**src/verilog/litm_pkg.sv**
```systemverilog
// Package with register map, field layout and timing constants of the interrupt pacer.
// ---------------------------------------------------------------------------
// Overview of operation
// - The pacing register holds a 16-bit minimum gap in its low half in 256 ns units and its upper half reads as zero.
// - A gap of zero bypasses pacing so interrupts appear without enforced spacing.
// - With a nonzero gap no new interrupt is asserted sooner than the gap after the previous one.
// - In 10/100 quarter-clock operation the effective gap is four times the programmed value.
// - Writing one to a cause force bit sets that cause as if the event occurred; zeros change nothing.
// - Cause and enable bits sit at positions 0,1,2,4,5,6,7,9,12,13,14,15,16,17,18 and 22.
// - Bits 3, 8, 11:10, 21:19 and 31:23 are reserved and read only; software writes zero above.
// - Reading the enable set register returns the enable state of each source, all clear after reset.
// - Writing one to an enable set bit enables that source; zeros keep the old state.
// - The interrupt is raised when any source has both its enable bit and its cause bit set.
// - With timer clear enabled, writing all ones to the enable set register restarts all interrupt timers.
// - Writing one to an enable clear bit clears that enable; zeros leave it.
// - Writing one to a cause read bit clears that cause; the summary bit clears once no enabled cause remains.
// ---------------------------------------------------------------------------
package litm_pkg;
    // -----------------------------------------------------------------------
    // Register byte offsets
    // -----------------------------------------------------------------------
    localparam logic [11:0] LITM_PACING_OFF = 12'h0c4;
    localparam logic [11:0] LITM_FORCE_OFF = 12'h0c8;
    localparam logic [11:0] LITM_CAUSE_OFF = 12'h0c0;
    localparam logic [11:0] LITM_ENSET_OFF = 12'h0d0;
    localparam logic [11:0] LITM_ENCLR_OFF = 12'h0d8;
    localparam logic [11:0] LITM_EXTCTL_OFF = 12'h018;
    // -----------------------------------------------------------------------
    // Field layout and reset values
    // -----------------------------------------------------------------------
    localparam logic [31:0] LITM_SRC_MASK = 32'h0047_f2f7;
    localparam int LITM_SUMMARY_BIT = 31;
    localparam int LITM_TCLR_BIT = 0;
    localparam int LITM_SLOW_BIT = 1;
    localparam logic [31:0] LITM_ALL_ONES = 32'hffff_ffff;
    localparam logic [15:0] LITM_PACING_RST = 16'h0000;
    localparam logic [31:0] LITM_ZERO32 = 32'h0000_0000;
    // -----------------------------------------------------------------------
    // Timing
    // -----------------------------------------------------------------------
    localparam int LITM_UNIT_NS = 256;
    localparam int LITM_CLK_NS = 40;
    localparam int LITM_UNIT_CYC = (LITM_UNIT_NS + LITM_CLK_NS - 1) / LITM_CLK_NS;
    localparam int LITM_SLOW_FACTOR = 4;
    localparam logic [7:0] LITM_UNIT_CYC8 = 8'(LITM_UNIT_CYC);
endpackage : litm_pkg

```
**src/verilog/litm_tick.sv**
```systemverilog
// Unit tick generator producing one pulse per 256 ns pacing unit.
`timescale 1ns/1ps
module litm_tick
    import litm_pkg::*;
#(
    parameter int UNIT_CYC = LITM_UNIT_CYC
) (
    // Clock and reset.
    input wire logic pclk,
    input wire logic presetn,
    input wire logic clk_en,
    // Control.
    input wire logic restart,
    input wire logic slow,
    output logic tick
);
    localparam logic [9:0] SLOW_CYC = 10'(UNIT_CYC * LITM_SLOW_FACTOR);
    localparam logic [9:0] FAST_CYC = 10'(UNIT_CYC);

    initial begin
        if (UNIT_CYC < 1 || UNIT_CYC > 255) begin
            $error("litm_tick: unit count out of range.");
        end
    end

    logic [9:0] cnt_q;
    logic [9:0] limit;

    // The unit stretches fourfold in quarter-clock operation.
    assign limit = slow ? SLOW_CYC : FAST_CYC;

    // Count cycles of one unit and pulse at its end.
    always_ff @(posedge pclk or negedge presetn) begin
        if (!presetn) begin
            cnt_q <= 10'h000;
            tick <= 1'b0;
        end else if (clk_en) begin
            if (restart) begin
                cnt_q <= 10'h000;
                tick <= 1'b0;
            end else if (cnt_q + 10'h001 >= limit) begin
                cnt_q <= 10'h000;
                tick <= 1'b1;
            end else begin
                cnt_q <= cnt_q + 10'h001;
                tick <= 1'b0;
            end
        end
    end
endmodule : litm_tick

```
**src/verilog/litm_top.sv**
```systemverilog
// Interrupt pacing and enable logic with an APB register slave.
`timescale 1ns/1ps
module litm_top
    import litm_pkg::*;
#(
    parameter int GAP_W = 16
) (
    // Clock, enable and reset.
    input wire logic pclk,
    input wire logic presetn,
    input wire logic clk_en,
    // APB slave.
    input wire logic psel,
    input wire logic penable,
    input wire logic pwrite,
    input wire logic [11:0] paddr,
    input wire logic [31:0] pwdata,
    input wire logic [3:0] pstrb,
    output logic [31:0] prdata,
    output logic pready,
    output logic pslverr,
    // Hardware interrupt events, one-cycle pulses from logic on pclk.
    input wire logic [31:0] cause_event,
    // Interrupt toward the host.
    output logic irq
);
    initial begin
        if (GAP_W != 16) begin
            $error("litm_top: gap width must be 16.");
        end
    end

    // -----------------------------------------------------------------------
    // Bus decode
    // -----------------------------------------------------------------------
    logic acc;
    logic wr;
    logic rd;
    logic hit;
    logic [31:0] wmask;
    assign acc = psel && penable && !pready;
    assign wr = acc && pwrite;
    assign rd = acc && !pwrite;

    // Expand byte strobes to a bit mask.
    function automatic logic [31:0] litm_strb(input logic [3:0] s);
        litm_strb = {{8{s[3]}}, {8{s[2]}}, {8{s[1]}}, {8{s[0]}}};
    endfunction : litm_strb

    // Decide whether an address is mapped.
    function automatic logic litm_mapped(input logic [11:0] a);
        litm_mapped = (a == LITM_PACING_OFF) || (a == LITM_FORCE_OFF) ||
                      (a == LITM_CAUSE_OFF) || (a == LITM_ENSET_OFF) ||
                      (a == LITM_ENCLR_OFF) || (a == LITM_EXTCTL_OFF);
    endfunction : litm_mapped

    assign wmask = litm_strb(pstrb);
    assign hit = litm_mapped(paddr);

    logic wr_pace;
    logic wr_force;
    logic wr_cause;
    logic wr_enset;
    logic wr_enclr;
    logic wr_ext;
    logic rd_cause;
    logic [31:0] wsrc;
    assign wr_pace = wr && paddr == LITM_PACING_OFF;
    assign wr_force = wr && paddr == LITM_FORCE_OFF;
    assign wr_cause = wr && paddr == LITM_CAUSE_OFF;
    assign wr_enset = wr && paddr == LITM_ENSET_OFF;
    assign wr_enclr = wr && paddr == LITM_ENCLR_OFF;
    assign wr_ext = wr && paddr == LITM_EXTCTL_OFF;
    assign rd_cause = rd && paddr == LITM_CAUSE_OFF;
    assign wsrc = pwdata & wmask & LITM_SRC_MASK;

    // -----------------------------------------------------------------------
    // Registers
    // -----------------------------------------------------------------------
    logic [15:0] gap_q;
    logic [31:0] cause_q;
    logic [31:0] cause_d;
    logic [31:0] enable_q;
    logic [31:0] enable_d;
    logic tclr_en_q;
    logic slow_q;
    logic timer_restart;

    // Pacing register holds the gap in the low half only.
    always_ff @(posedge pclk or negedge presetn) begin
        if (!presetn) begin
            gap_q <= LITM_PACING_RST;
        end else if (clk_en && wr_pace) begin
            gap_q <= (pwdata[15:0] & wmask[15:0]) | (gap_q & ~wmask[15:0]);
        end
    end

    // Extended control holds timer clear enable and quarter-clock mode.
    always_ff @(posedge pclk or negedge presetn) begin
        if (!presetn) begin
            tclr_en_q <= 1'b0;
            slow_q <= 1'b0;
        end else if (clk_en && wr_ext && pstrb[0]) begin
            tclr_en_q <= pwdata[LITM_TCLR_BIT];
            slow_q <= pwdata[LITM_SLOW_BIT];
        end
    end

    // Cause bits: events and forced bits set, a write of one or a read clears; set wins.
    always_comb begin
        cause_d = cause_q;
        if (wr_cause) begin
            cause_d = cause_d & ~wsrc;
        end
        if (rd_cause) begin
            cause_d = LITM_ZERO32;
        end
        if (wr_force) begin
            cause_d = cause_d | wsrc;
        end
        cause_d = (cause_d | cause_event) & LITM_SRC_MASK;
    end

    always_ff @(posedge pclk or negedge presetn) begin
        if (!presetn) begin
            cause_q <= LITM_ZERO32;
        end else if (clk_en) begin
            cause_q <= cause_d;
        end
    end

    // Enable bits: write one to set, write one to the clear register to clear.
    always_comb begin
        enable_d = enable_q;
        if (wr_enclr) begin
            enable_d = enable_d & ~wsrc;
        end
        if (wr_enset) begin
            enable_d = enable_d | wsrc;
        end
    end

    always_ff @(posedge pclk or negedge presetn) begin
        if (!presetn) begin
            enable_q <= LITM_ZERO32;
        end else if (clk_en) begin
            enable_q <= enable_d;
        end
    end

    // An all-ones enable write restarts the timers when the option is on.
    assign timer_restart = wr_enset && tclr_en_q && pwdata == LITM_ALL_ONES;

    // -----------------------------------------------------------------------
    // Pacing
    // -----------------------------------------------------------------------
    logic pending;
    logic unit_tick;
    logic [15:0] gap_cnt_q;
    logic fire;
    assign pending = |(cause_q & enable_q);

    litm_tick #(
        .UNIT_CYC(LITM_UNIT_CYC)
    ) u_tick (
        .pclk(pclk),
        .presetn(presetn),
        .clk_en(clk_en),
        .restart(fire || timer_restart),
        .slow(slow_q),
        .tick(unit_tick)
    );

    // Fire when pending with the interrupt low and the gap has run out or is zero.
    assign fire = pending && !irq && (gap_q == 16'h0000 || gap_cnt_q == 16'h0000);

    // Gap counter reloads at each assertion and counts units down.
    always_ff @(posedge pclk or negedge presetn) begin
        if (!presetn) begin
            gap_cnt_q <= 16'h0000;
        end else if (clk_en) begin
            if (fire || timer_restart) begin
                gap_cnt_q <= gap_q;
            end else if (unit_tick && gap_cnt_q != 16'h0000) begin
                gap_cnt_q <= gap_cnt_q - 16'h0001;
            end
        end
    end

    // Interrupt rises on a fire and drops once no enabled cause remains.
    always_ff @(posedge pclk or negedge presetn) begin
        if (!presetn) begin
            irq <= 1'b0;
        end else if (clk_en) begin
            if (fire) begin
                irq <= 1'b1;
            end else if (!pending) begin
                irq <= 1'b0;
            end
        end
    end

    // -----------------------------------------------------------------------
    // Read data and response
    // -----------------------------------------------------------------------
    logic [31:0] rdata_d;
    always_comb begin
        rdata_d = LITM_ZERO32;
        unique case (paddr)
            LITM_PACING_OFF: rdata_d = {16'h0000, gap_q};
            LITM_CAUSE_OFF: rdata_d = cause_q | {pending, 31'h0};
            LITM_ENSET_OFF: rdata_d = enable_q;
            LITM_EXTCTL_OFF: rdata_d = {30'h0, slow_q, tclr_en_q};
            default: rdata_d = LITM_ZERO32;
        endcase
    end

    // One wait state: ready the cycle after the access phase opens.
    always_ff @(posedge pclk or negedge presetn) begin
        if (!presetn) begin
            pready <= 1'b0;
            pslverr <= 1'b0;
            prdata <= LITM_ZERO32;
        end else if (clk_en) begin
            pready <= acc;
            pslverr <= acc && !hit;
            if (rd) begin
                prdata <= rdata_d;
            end
        end
    end

    // -----------------------------------------------------------------------
    // Assertions
    // -----------------------------------------------------------------------
    a_zero_gap_fast: assert property (@(posedge pclk) disable iff (!presetn)
        clk_en && pending && !irq && gap_q == 16'h0000 |=> irq)
        else $error("Zero gap did not pass interrupt at once.");
    a_gap_reload: assert property (@(posedge pclk) disable iff (!presetn)
        clk_en && fire |=> gap_cnt_q == $past(gap_q))
        else $error("Gap counter did not reload on assertion.");
    a_no_early_irq: assert property (@(posedge pclk) disable iff (!presetn)
        clk_en && gap_q != 16'h0000 && gap_cnt_q != 16'h0000 |=> !$rose(irq))
        else $error("Interrupt reasserted too early.");
    a_force_sets: assert property (@(posedge pclk) disable iff (!presetn)
        clk_en && wr_force |=> (cause_q & $past(wsrc)) == $past(wsrc))
        else $error("Forced cause bit not set.");
    a_enset_sets: assert property (@(posedge pclk) disable iff (!presetn)
        clk_en && wr_enset |=> (enable_q & $past(wsrc)) == $past(wsrc))
        else $error("Enable bit not set.");
    a_enclr_clears: assert property (@(posedge pclk) disable iff (!presetn)
        clk_en && wr_enclr && !wr_enset |=> (enable_q & $past(wsrc)) == 32'h0000_0000)
        else $error("Enable bit not cleared.");
    a_reserved_zero: assert property (@(posedge pclk) disable iff (!presetn)
        ((cause_q | enable_q) & ~LITM_SRC_MASK) == 32'h0000_0000)
        else $error("Reserved bit set.");
    a_irq_needs_src: assert property (@(posedge pclk) disable iff (!presetn)
        irq && clk_en |-> pending || $past(pending))
        else $error("Interrupt without enabled cause.");
    a_restart_timer: assert property (@(posedge pclk) disable iff (!presetn)
        clk_en && timer_restart |=> gap_cnt_q == $past(gap_q))
        else $error("Timers not restarted on all-ones enable.");
    c_irq_rise: cover property (@(posedge pclk) disable iff (!presetn) $rose(irq));
    c_paced: cover property (@(posedge pclk) disable iff (!presetn)
        pending && !irq && gap_cnt_q != 16'h0000);
    c_slow_tick: cover property (@(posedge pclk) disable iff (!presetn) unit_tick && slow_q);
    c_unmapped: cover property (@(posedge pclk) disable iff (!presetn) pslverr);
endmodule : litm_top

```
**config.mk**
```make
export PLATFORM = sky130hd
export DESIGN_NAME = litm_top
export DESIGN_NICKNAME = d
export VERILOG_FILES = /design/src/verilog/litm_pkg.sv /design/src/verilog/litm_tick.sv /design/src/verilog/litm_top.sv
export SDC_FILE = /design/constraint.sdc
export NUM_CORES = 1
export LEC_CHECK = 0
export BUFFER_PORTS_ARGS = -buffer_cell sky130_fd_sc_hd__buf_2
export CAP_MARGIN = 20
export CORE_UTILIZATION = 26
export DETAILED_ROUTE_END_ITERATION = 10
export GPL_ROUTABILITY_DRIVEN = 0
export SYNTH_ARGS = -nofsm -noshare
export SYNTH_HDL_FRONTEND = slang
export SYNTH_HIERARCHICAL = 1
export SYNTH_SLANG_ARGS = --single-unit
```
**constraint.sdc**
```tcl
create_clock -name pclk -period 3.8 [get_ports pclk]
set_input_delay 0.19 -clock pclk [delete_from_list [all_inputs] [get_ports pclk]]
set_output_delay 0.19 -clock pclk [all_outputs]
set_load 0.1 [all_outputs]
```
==> results of run 1 <==
==> worst reg2reg max path: cells and delay by family (launching register included) <==
family | cells | cell delay, ns
flip-flops | 1 | 0.41
adder cells (fa/ha/maj) | 1 | 0.17
buffers and inverters | 2 | 0.28
AO/OA/AOI/OAI | 3 | 0.62
AND/OR/NAND/NOR | 4 | 1.23
==> worst paths after layout <==
check	start	endpoint	cells past startpoint
setup / recovery	gap_cnt_q[0]$_DFFE_PN0P_	u_tick/tick$_DFFE_PN0P_	10
hold / removal	pwdata[8]	flop	2
setup reg to reg	gap_cnt_q[0]$_DFFE_PN0P_	u_tick/tick$_DFFE_PN0P_	10
hold reg to reg	prdata[3]$_DFFE_PN0P_	prdata[3]$_DFFE_PN0P_	2
max in group asynchronous	presetn	u_tick/cnt_q[9]$_DFFE_PN0P_	3
min in group asynchronous	presetn	prdata[22]$_DFFE_PN0P_	2
==> synth_stat cells, types with 8 or more instances <==
cell type	count
a21oi_1	19
a221oi_1	18
a22o_1	11
a31oi_1	17
and3_1	8
buf_4	12
clkbuf_1	22
dfrtp_1	101
inv_1	16
mux2_2	25
nand2_1	53
nand3_1	14
nand4_1	18
nor2_1	59
nor2b_1	9
nor3_1	8
nor4_1	10
o21ai_0	41
o22ai_1	10
o31ai_1	8
==> layout by cell type, fill, tap and decap left out, types with 7 or more instances in the layout <==
master,Yosys,final
o21ai_0,41,41
a21oi_1,19,19
a31oi_1,17,17
and3_1,8,8
nand3_1,14,14
mux2_2,25,25
a21boi_0,7,7
nor4_1,10,9
inv_1,16,16
clkbuf_16,0,9
nand2_1,53,53
nor2b_1,9,9
buf_4,12,14
buf_2,3,91
nand4_1,18,18
nor3_1,8,7
o31ai_1,8,8
conb_1,1,11
dfrtp_1,101,101
nor2_1,59,59
o22ai_1,10,10
a22o_1,11,11
a221oi_1,18,18
==> kinds of logic after synthesis <==
| kind of cell | Yosys count | share of synthesized area |
|---|---|---|
| flip-flops | 101 | 0.463 |
| XOR/XNOR | 4 | 0.00642 |
| AO/OA/AOI/OAI | 162 | 0.204 |
| adder cells (fa/ha/maj) | 6 | 0.0138 |
| other | 1 | 0.000687 |
| AND/OR/NAND/NOR | 219 | 0.212 |
| multiplexers | 25 | 0.0516 |
| buffers and inverters | 56 | 0.0475 |
==> metal layers <==
metal / track usage / share of wire / up-vias
li1: - / - / 2312
met4: 0.0510 / 0.017 / 0
met1: 0.219 / 0.45 / 2328
met3: 0.0295 / 0.050 / 17
met2: 0.259 / 0.48 / 152
met5: 0 / 0 / -
==> what timing repair did <==
item | in CTS | in global routing
resized for setup | 0 | 0
hold buffers | 1 | 0
setup endpoints to repair | 0 | 0
endpoints found under the hold margin | 42 | 0
==> final cells by class <==
class | count | area (um2) | area share
well taps | 270 | 338 | 0.0519
repair buffers | 106 | 571 | 0.0876
flip-flops and latches | 101 | 2530 | 0.388
clock buffers | 9 | 225 | 0.0346
inverters | 17 | 63.8 | 0.00980
multi-input cells | 427 | 2720 | 0.417
clock inverters | 6 | 63.8 | 0.00980
diodes | 2 | 5.00 | 0.000769
==> where the power goes <==
group	internal, mW	switching [mW]	leakage (nW)	total (mW)
registers	1.18	0.0991	1.26	1.28
clock network	0.507	0.423	0.138	0.930
logic	0.215	0.593	1.52	0.808
total	1.90	1.11	2.92	3.01
==> results.json, run 1 <==
{
  "dp_hpwl_um": 12100,
  "clock_tree.root_cell": "clkbuf_16",
  "firstDrtPassIters": 5,
  "clkSinkCount": 101,
  "die_h_um": 147,
  "num-fill-cells": 2186,
  "pin_count": 121,
  "overflow": 0,
  "ant_nets": 0,
  "first_global_vias": 4677,
  "arrival_ns": 3.06,
  "cts_tree": "built",
  "cts_setup_buffers": 0,
  "cp-start-kind": "flop",
  "synth-main-ff-cell": "dfrtp_1",
  "async_flop_share": 1.00,
  "max_freq_mhz": 355,
  "cp-end-kind": "flop",
  "clk_latency_ns": 0.36,
  "grt_setup_unrepaired": "false",
  "clk_pin_slew_ns": 0.07,
  "synth_warnings": 6,
  "synth_edf_count": 0,
  "portBuffers": 92,
  "num_rows": 52,
  "path_class": "flop to flop",
  "dieArea_um2": 21600,
  "syn_inst": 574,
  "syn_avg_cell_area_um2": 9.50,
  "setup_ws_ns": 0.980,
  "numCtsBuffers": 9,
  "syn_area_um2": 5460,
  "tightest_slew_ns": 0.742,
  "yosysTopAreaCell": "dfrtp_1",
  "synth_top_area_share": 0.463,
  "drc": 0,
  "tns_ns": 0,
  "antenna_found_initial": 2,
  "ys_seq_area_frac": 0.463,
  "dp_slack_ns": 0.843,
  "start_util": 0.267,
  "coreArea_um2": 20400,
  "htreeDepth": 3,
  "grt_first_pass_wirelength_um": 26900,
  "power_density_nw_per_um2": 463,
  "reg2reg_slack_ns": 0.98,
  "wl_per_cell_um": 17.9,
  "syn2layout_area_growth_pct": 19.4,
  "drive_gt1_frac": 0.243,
  "fin_skew_ns": 0.00976,
  "status": "complete, no violations",
  "yosys-top-cells-area": "dfrtp_1 (46%), mux2_2 (5.2%), nor2_1 (4.1%)",
  "grt.total_usage": 0.161,
  "cp_top_family": "simple AND/OR/NAND/NOR gates",
  "placed_cell_area_um2": 6210,
  "fin_nets": 754,
  "vias": 4809,
  "wirelength_um": 16800,
  "dr.first_iter.drc_count": 334,
  "fp.dieW_um": 147,
  "ys_seq_elements": 101,
  "finalHoldViolations": 0,
  "vias_per_cell": 5.13,
  "slew_viol_final": 0,
  "yosysUniqueCellTypes": 66,
  "min_path_type": "input pin to flop",
  "peakVddDrop_v": 0.000348,
  "stdcell_area_um2": 6510,
  "slowest_stage": "or4b_4",
  "total_power_mw": 3.01,
  "crit_buf_inv": 2,
  "cp_max_fo": 14,
  "critPathMaxStageDelay_ns": 0.51,
  "leakage_nw": 2.92,
  "worstPathCellList": "inv_1 -> ha_1 -> or4b_4 -> nor4_4 -> a21oi_1 -> o32a_1 -> inv_2 -> nor2b_1 -> or2_2 -> o31a_1",
  "clk_path_buf_depth": 2,
  "grt_max_degree": 45,
  "dp.cells": 920,
  "fin_util": 0.319,
  "holdWs_ns": 0.0903,
  "slew-limit-headroom": 0.504,
  "setup_viol": 0,
  "period_needed_ns": 2.82,
  "post-route-period-util": 0.742,
  "worstPathRequired_ns": 4.04,
  "max-cap-violations": 0,
  "stdcell_count": 938
}
Note: power is estimated with default switching activity, not from simulation.
==> run 2: changes to the inputs <==
clock period = 2.52 ns   (was 3.8 ns; I/O delays follow)
==> results.json, run 2 (synthesized netlist as in run 1, its figures left out) <==
{
  "holdCritStartpoint": "cause_event[2]",
  "dr.first_iter.drc_count": 408,
  "wl_per_cell_um": 18.3,
  "start_util": 0.267,
  "syn2layout_area_growth_pct": 28.2,
  "grt_first_pass_wirelength_um": 28000,
  "worstPathRequired_ns": 2.76,
  "slowest_stage": "or4b_4",
  "num_rows": 52,
  "setup_ws_ns": 0.0860,
  "num-fill-cells": 2146,
  "power_density_nw_per_um2": 677,
  "fin_nets": 799,
  "dp_hpwl_um": 13200,
  "clock_tree.root_cell": "clkbuf_16",
  "slew_viol_final": 0,
  "tightest_slew_ns": 0.522,
  "dieArea_um2": 21600,
  "ff2ff_path_depth": 10,
  "die_h_um": 147,
  "grt_max_degree": 43,
  "drc": 0,
  "arrival_ns": 2.67,
  "slew-limit-headroom": 0.654,
  "period_needed_ns": 2.43,
  "multiInputGateArea_um2": 2820,
  "vias_per_cell": 5.30,
  "final_common_cell": "dfrtp_1",
  "fp.dieW_um": 147,
  "cp_top_family": "simple AND/OR/NAND/NOR gates",
  "wirelength_um": 18000,
  "whs_endpoint": "cause_q[2]$_DFFE_PN0P_",
  "pin_count": 121,
  "holdWs_ns": 0.0183,
  "setup_viol": 0,
  "overflow": 0,
  "rr_startpoint": "gap_cnt_q[1]$_DFFE_PN0P_",
  "max-cap-violations": 0,
  "grt.total_usage": 0.167,
  "status": "complete, no violations",
  "cp_max_fo": 5,
  "cts_tree": "built",
  "max_freq_mhz": 411,
  "worstPathCellList": "inv_1 -> ha_2 -> or4b_4 -> nor4_4 -> a21oi_2 -> o32a_4 -> buf_4 -> clkinvlp_4 -> nor4b_1 -> a221o_1",
  "crit_buf_inv": 3,
  "clk_path_buf_depth": 2,
  "cp-end-kind": "flop",
  "ant_nets": 0,
  "stdcell_area_um2": 7000,
  "fin_util": 0.342,
  "post-route-period-util": 0.966,
  "path_class": "flop to flop",
  "finalHoldViolations": 0,
  "dp_slack_ns": -0.101,
  "coreArea_um2": 20400,
  "firstDrtPassIters": 6,
  "vias": 5211,
  "grt_setup_unrepaired": "true",
  "reg2reg_slack_ns": 0.09,
  "placed_cell_area_um2": 6550,
  "clk_pin_slew_ns": 0.08,
  "first_global_vias": 4926,
  "cp-start-kind": "flop",
  "antenna_found_initial": 2,
  "critPathMaxStageDelay_ns": 0.49,
  "peakVddDrop_v": 0.000517,
  "drive_gt1_frac": 0.315,
  "final_cell_mix": "dfrtp_1 (100), buf_2 (91), nor2_1 (59)",
  "htreeDepth": 3,
  "fin_skew_ns": 0.00886,
  "r2r-end": "gap_cnt_q[3]$_DFFE_PN0P_",
  "seq_area_um2": 2530,
  "leakage_nw": 3.18,
  "clk_latency_ns": 0.36,
  "numCtsBuffers": 9,
  "portBuffers": 92,
  "hold_depth": 3,
  "min_path_type": "input pin to flop",
  "clkSinkCount": 101
}
## run 2: metrics by stage
step	power (mW)	setup TNS (ns)	instances
floorplan	2.88	-0.0249	584
global placement	3.22	-0.282	961
detailed placement	3.24	-0.703	961
CTS	4.73	0	978
global route	4.94	-0.0441	983
finish	4.74	0	983
## run 2: worst max path at each step
stage                              from                         to  slack (ns)  cells after the start
2_1_floorplan  gap_cnt_q[0]$_DFFE_PN0P_   gap_cnt_q[6]$_DFFE_PN0P_       -0.02                     10
3_3_place_gp   gap_cnt_q[1]$_DFFE_PN0P_   gap_cnt_q[6]$_DFFE_PN0P_       -0.06                      9
3_5_place_dp   gap_cnt_q[1]$_DFFE_PN0P_  gap_cnt_q[15]$_DFFE_PN0P_       -0.10                      9
4_1_cts        gap_cnt_q[1]$_DFFE_PN0P_   gap_cnt_q[6]$_DFFE_PN0P_       0.009                     10
5_1_grt        gap_cnt_q[1]$_DFFE_PN0P_   gap_cnt_q[6]$_DFFE_PN0P_       -0.02                     10
6_report       gap_cnt_q[1]$_DFFE_PN0P_   gap_cnt_q[3]$_DFFE_PN0P_        0.09                     10
## run 2: tightest hold or removal path, stage by stage
cell and delay [ns]:
buf_2 0.08, a31oi_1 0.04, o21ai_1 0.10
## run 2: per-layer routing
metal	global-route usage	vias up	part of all wire
met5	0	-	0
met4	0.0396	0	0.016
met3	0.0370	21	0.049
met2	0.283	182	0.49
met1	0.214	2614	0.44
li1	-	2394	-
## run 2: timing repair
| item | in CTS | in global routing |
|---|---|---|
| gates cloned | 0 | 2 |
| hold buffers | 1 | 0 |
| buffers inserted | 0 | 2 |
| endpoints found under the hold margin | 34 | 0 |
| setup endpoints to repair | 14 | 17 |
| gates resized for setup | 5 | 15 |
| pin swaps | 2 | 5 |
## run 2: power breakdown
part,leakage (nW),switching [mW],internal [mW]
clock,0.150,0.705,0.792
combinational,1.77,0.930,0.390
sequential,1.26,0.145,1.77
total,3.18,1.78,2.96
## run 2: cell type report
| cell class | count | share of cell area |
|---|---|---|
| Antenna cell | 1 | 0.000358 |
| Clock buffer | 10 | 0.0327 |
| Clock inverter | 6 | 0.0116 |
| Inverter | 17 | 0.00948 |
| Multi-Input combinational cell | 428 | 0.403 |
| Sequential cell | 101 | 0.361 |
| Tap cell | 270 | 0.0483 |
| Timing Repair Buffer | 149 | 0.132 |
| Timing Repair inverter | 1 | 0.00107 |
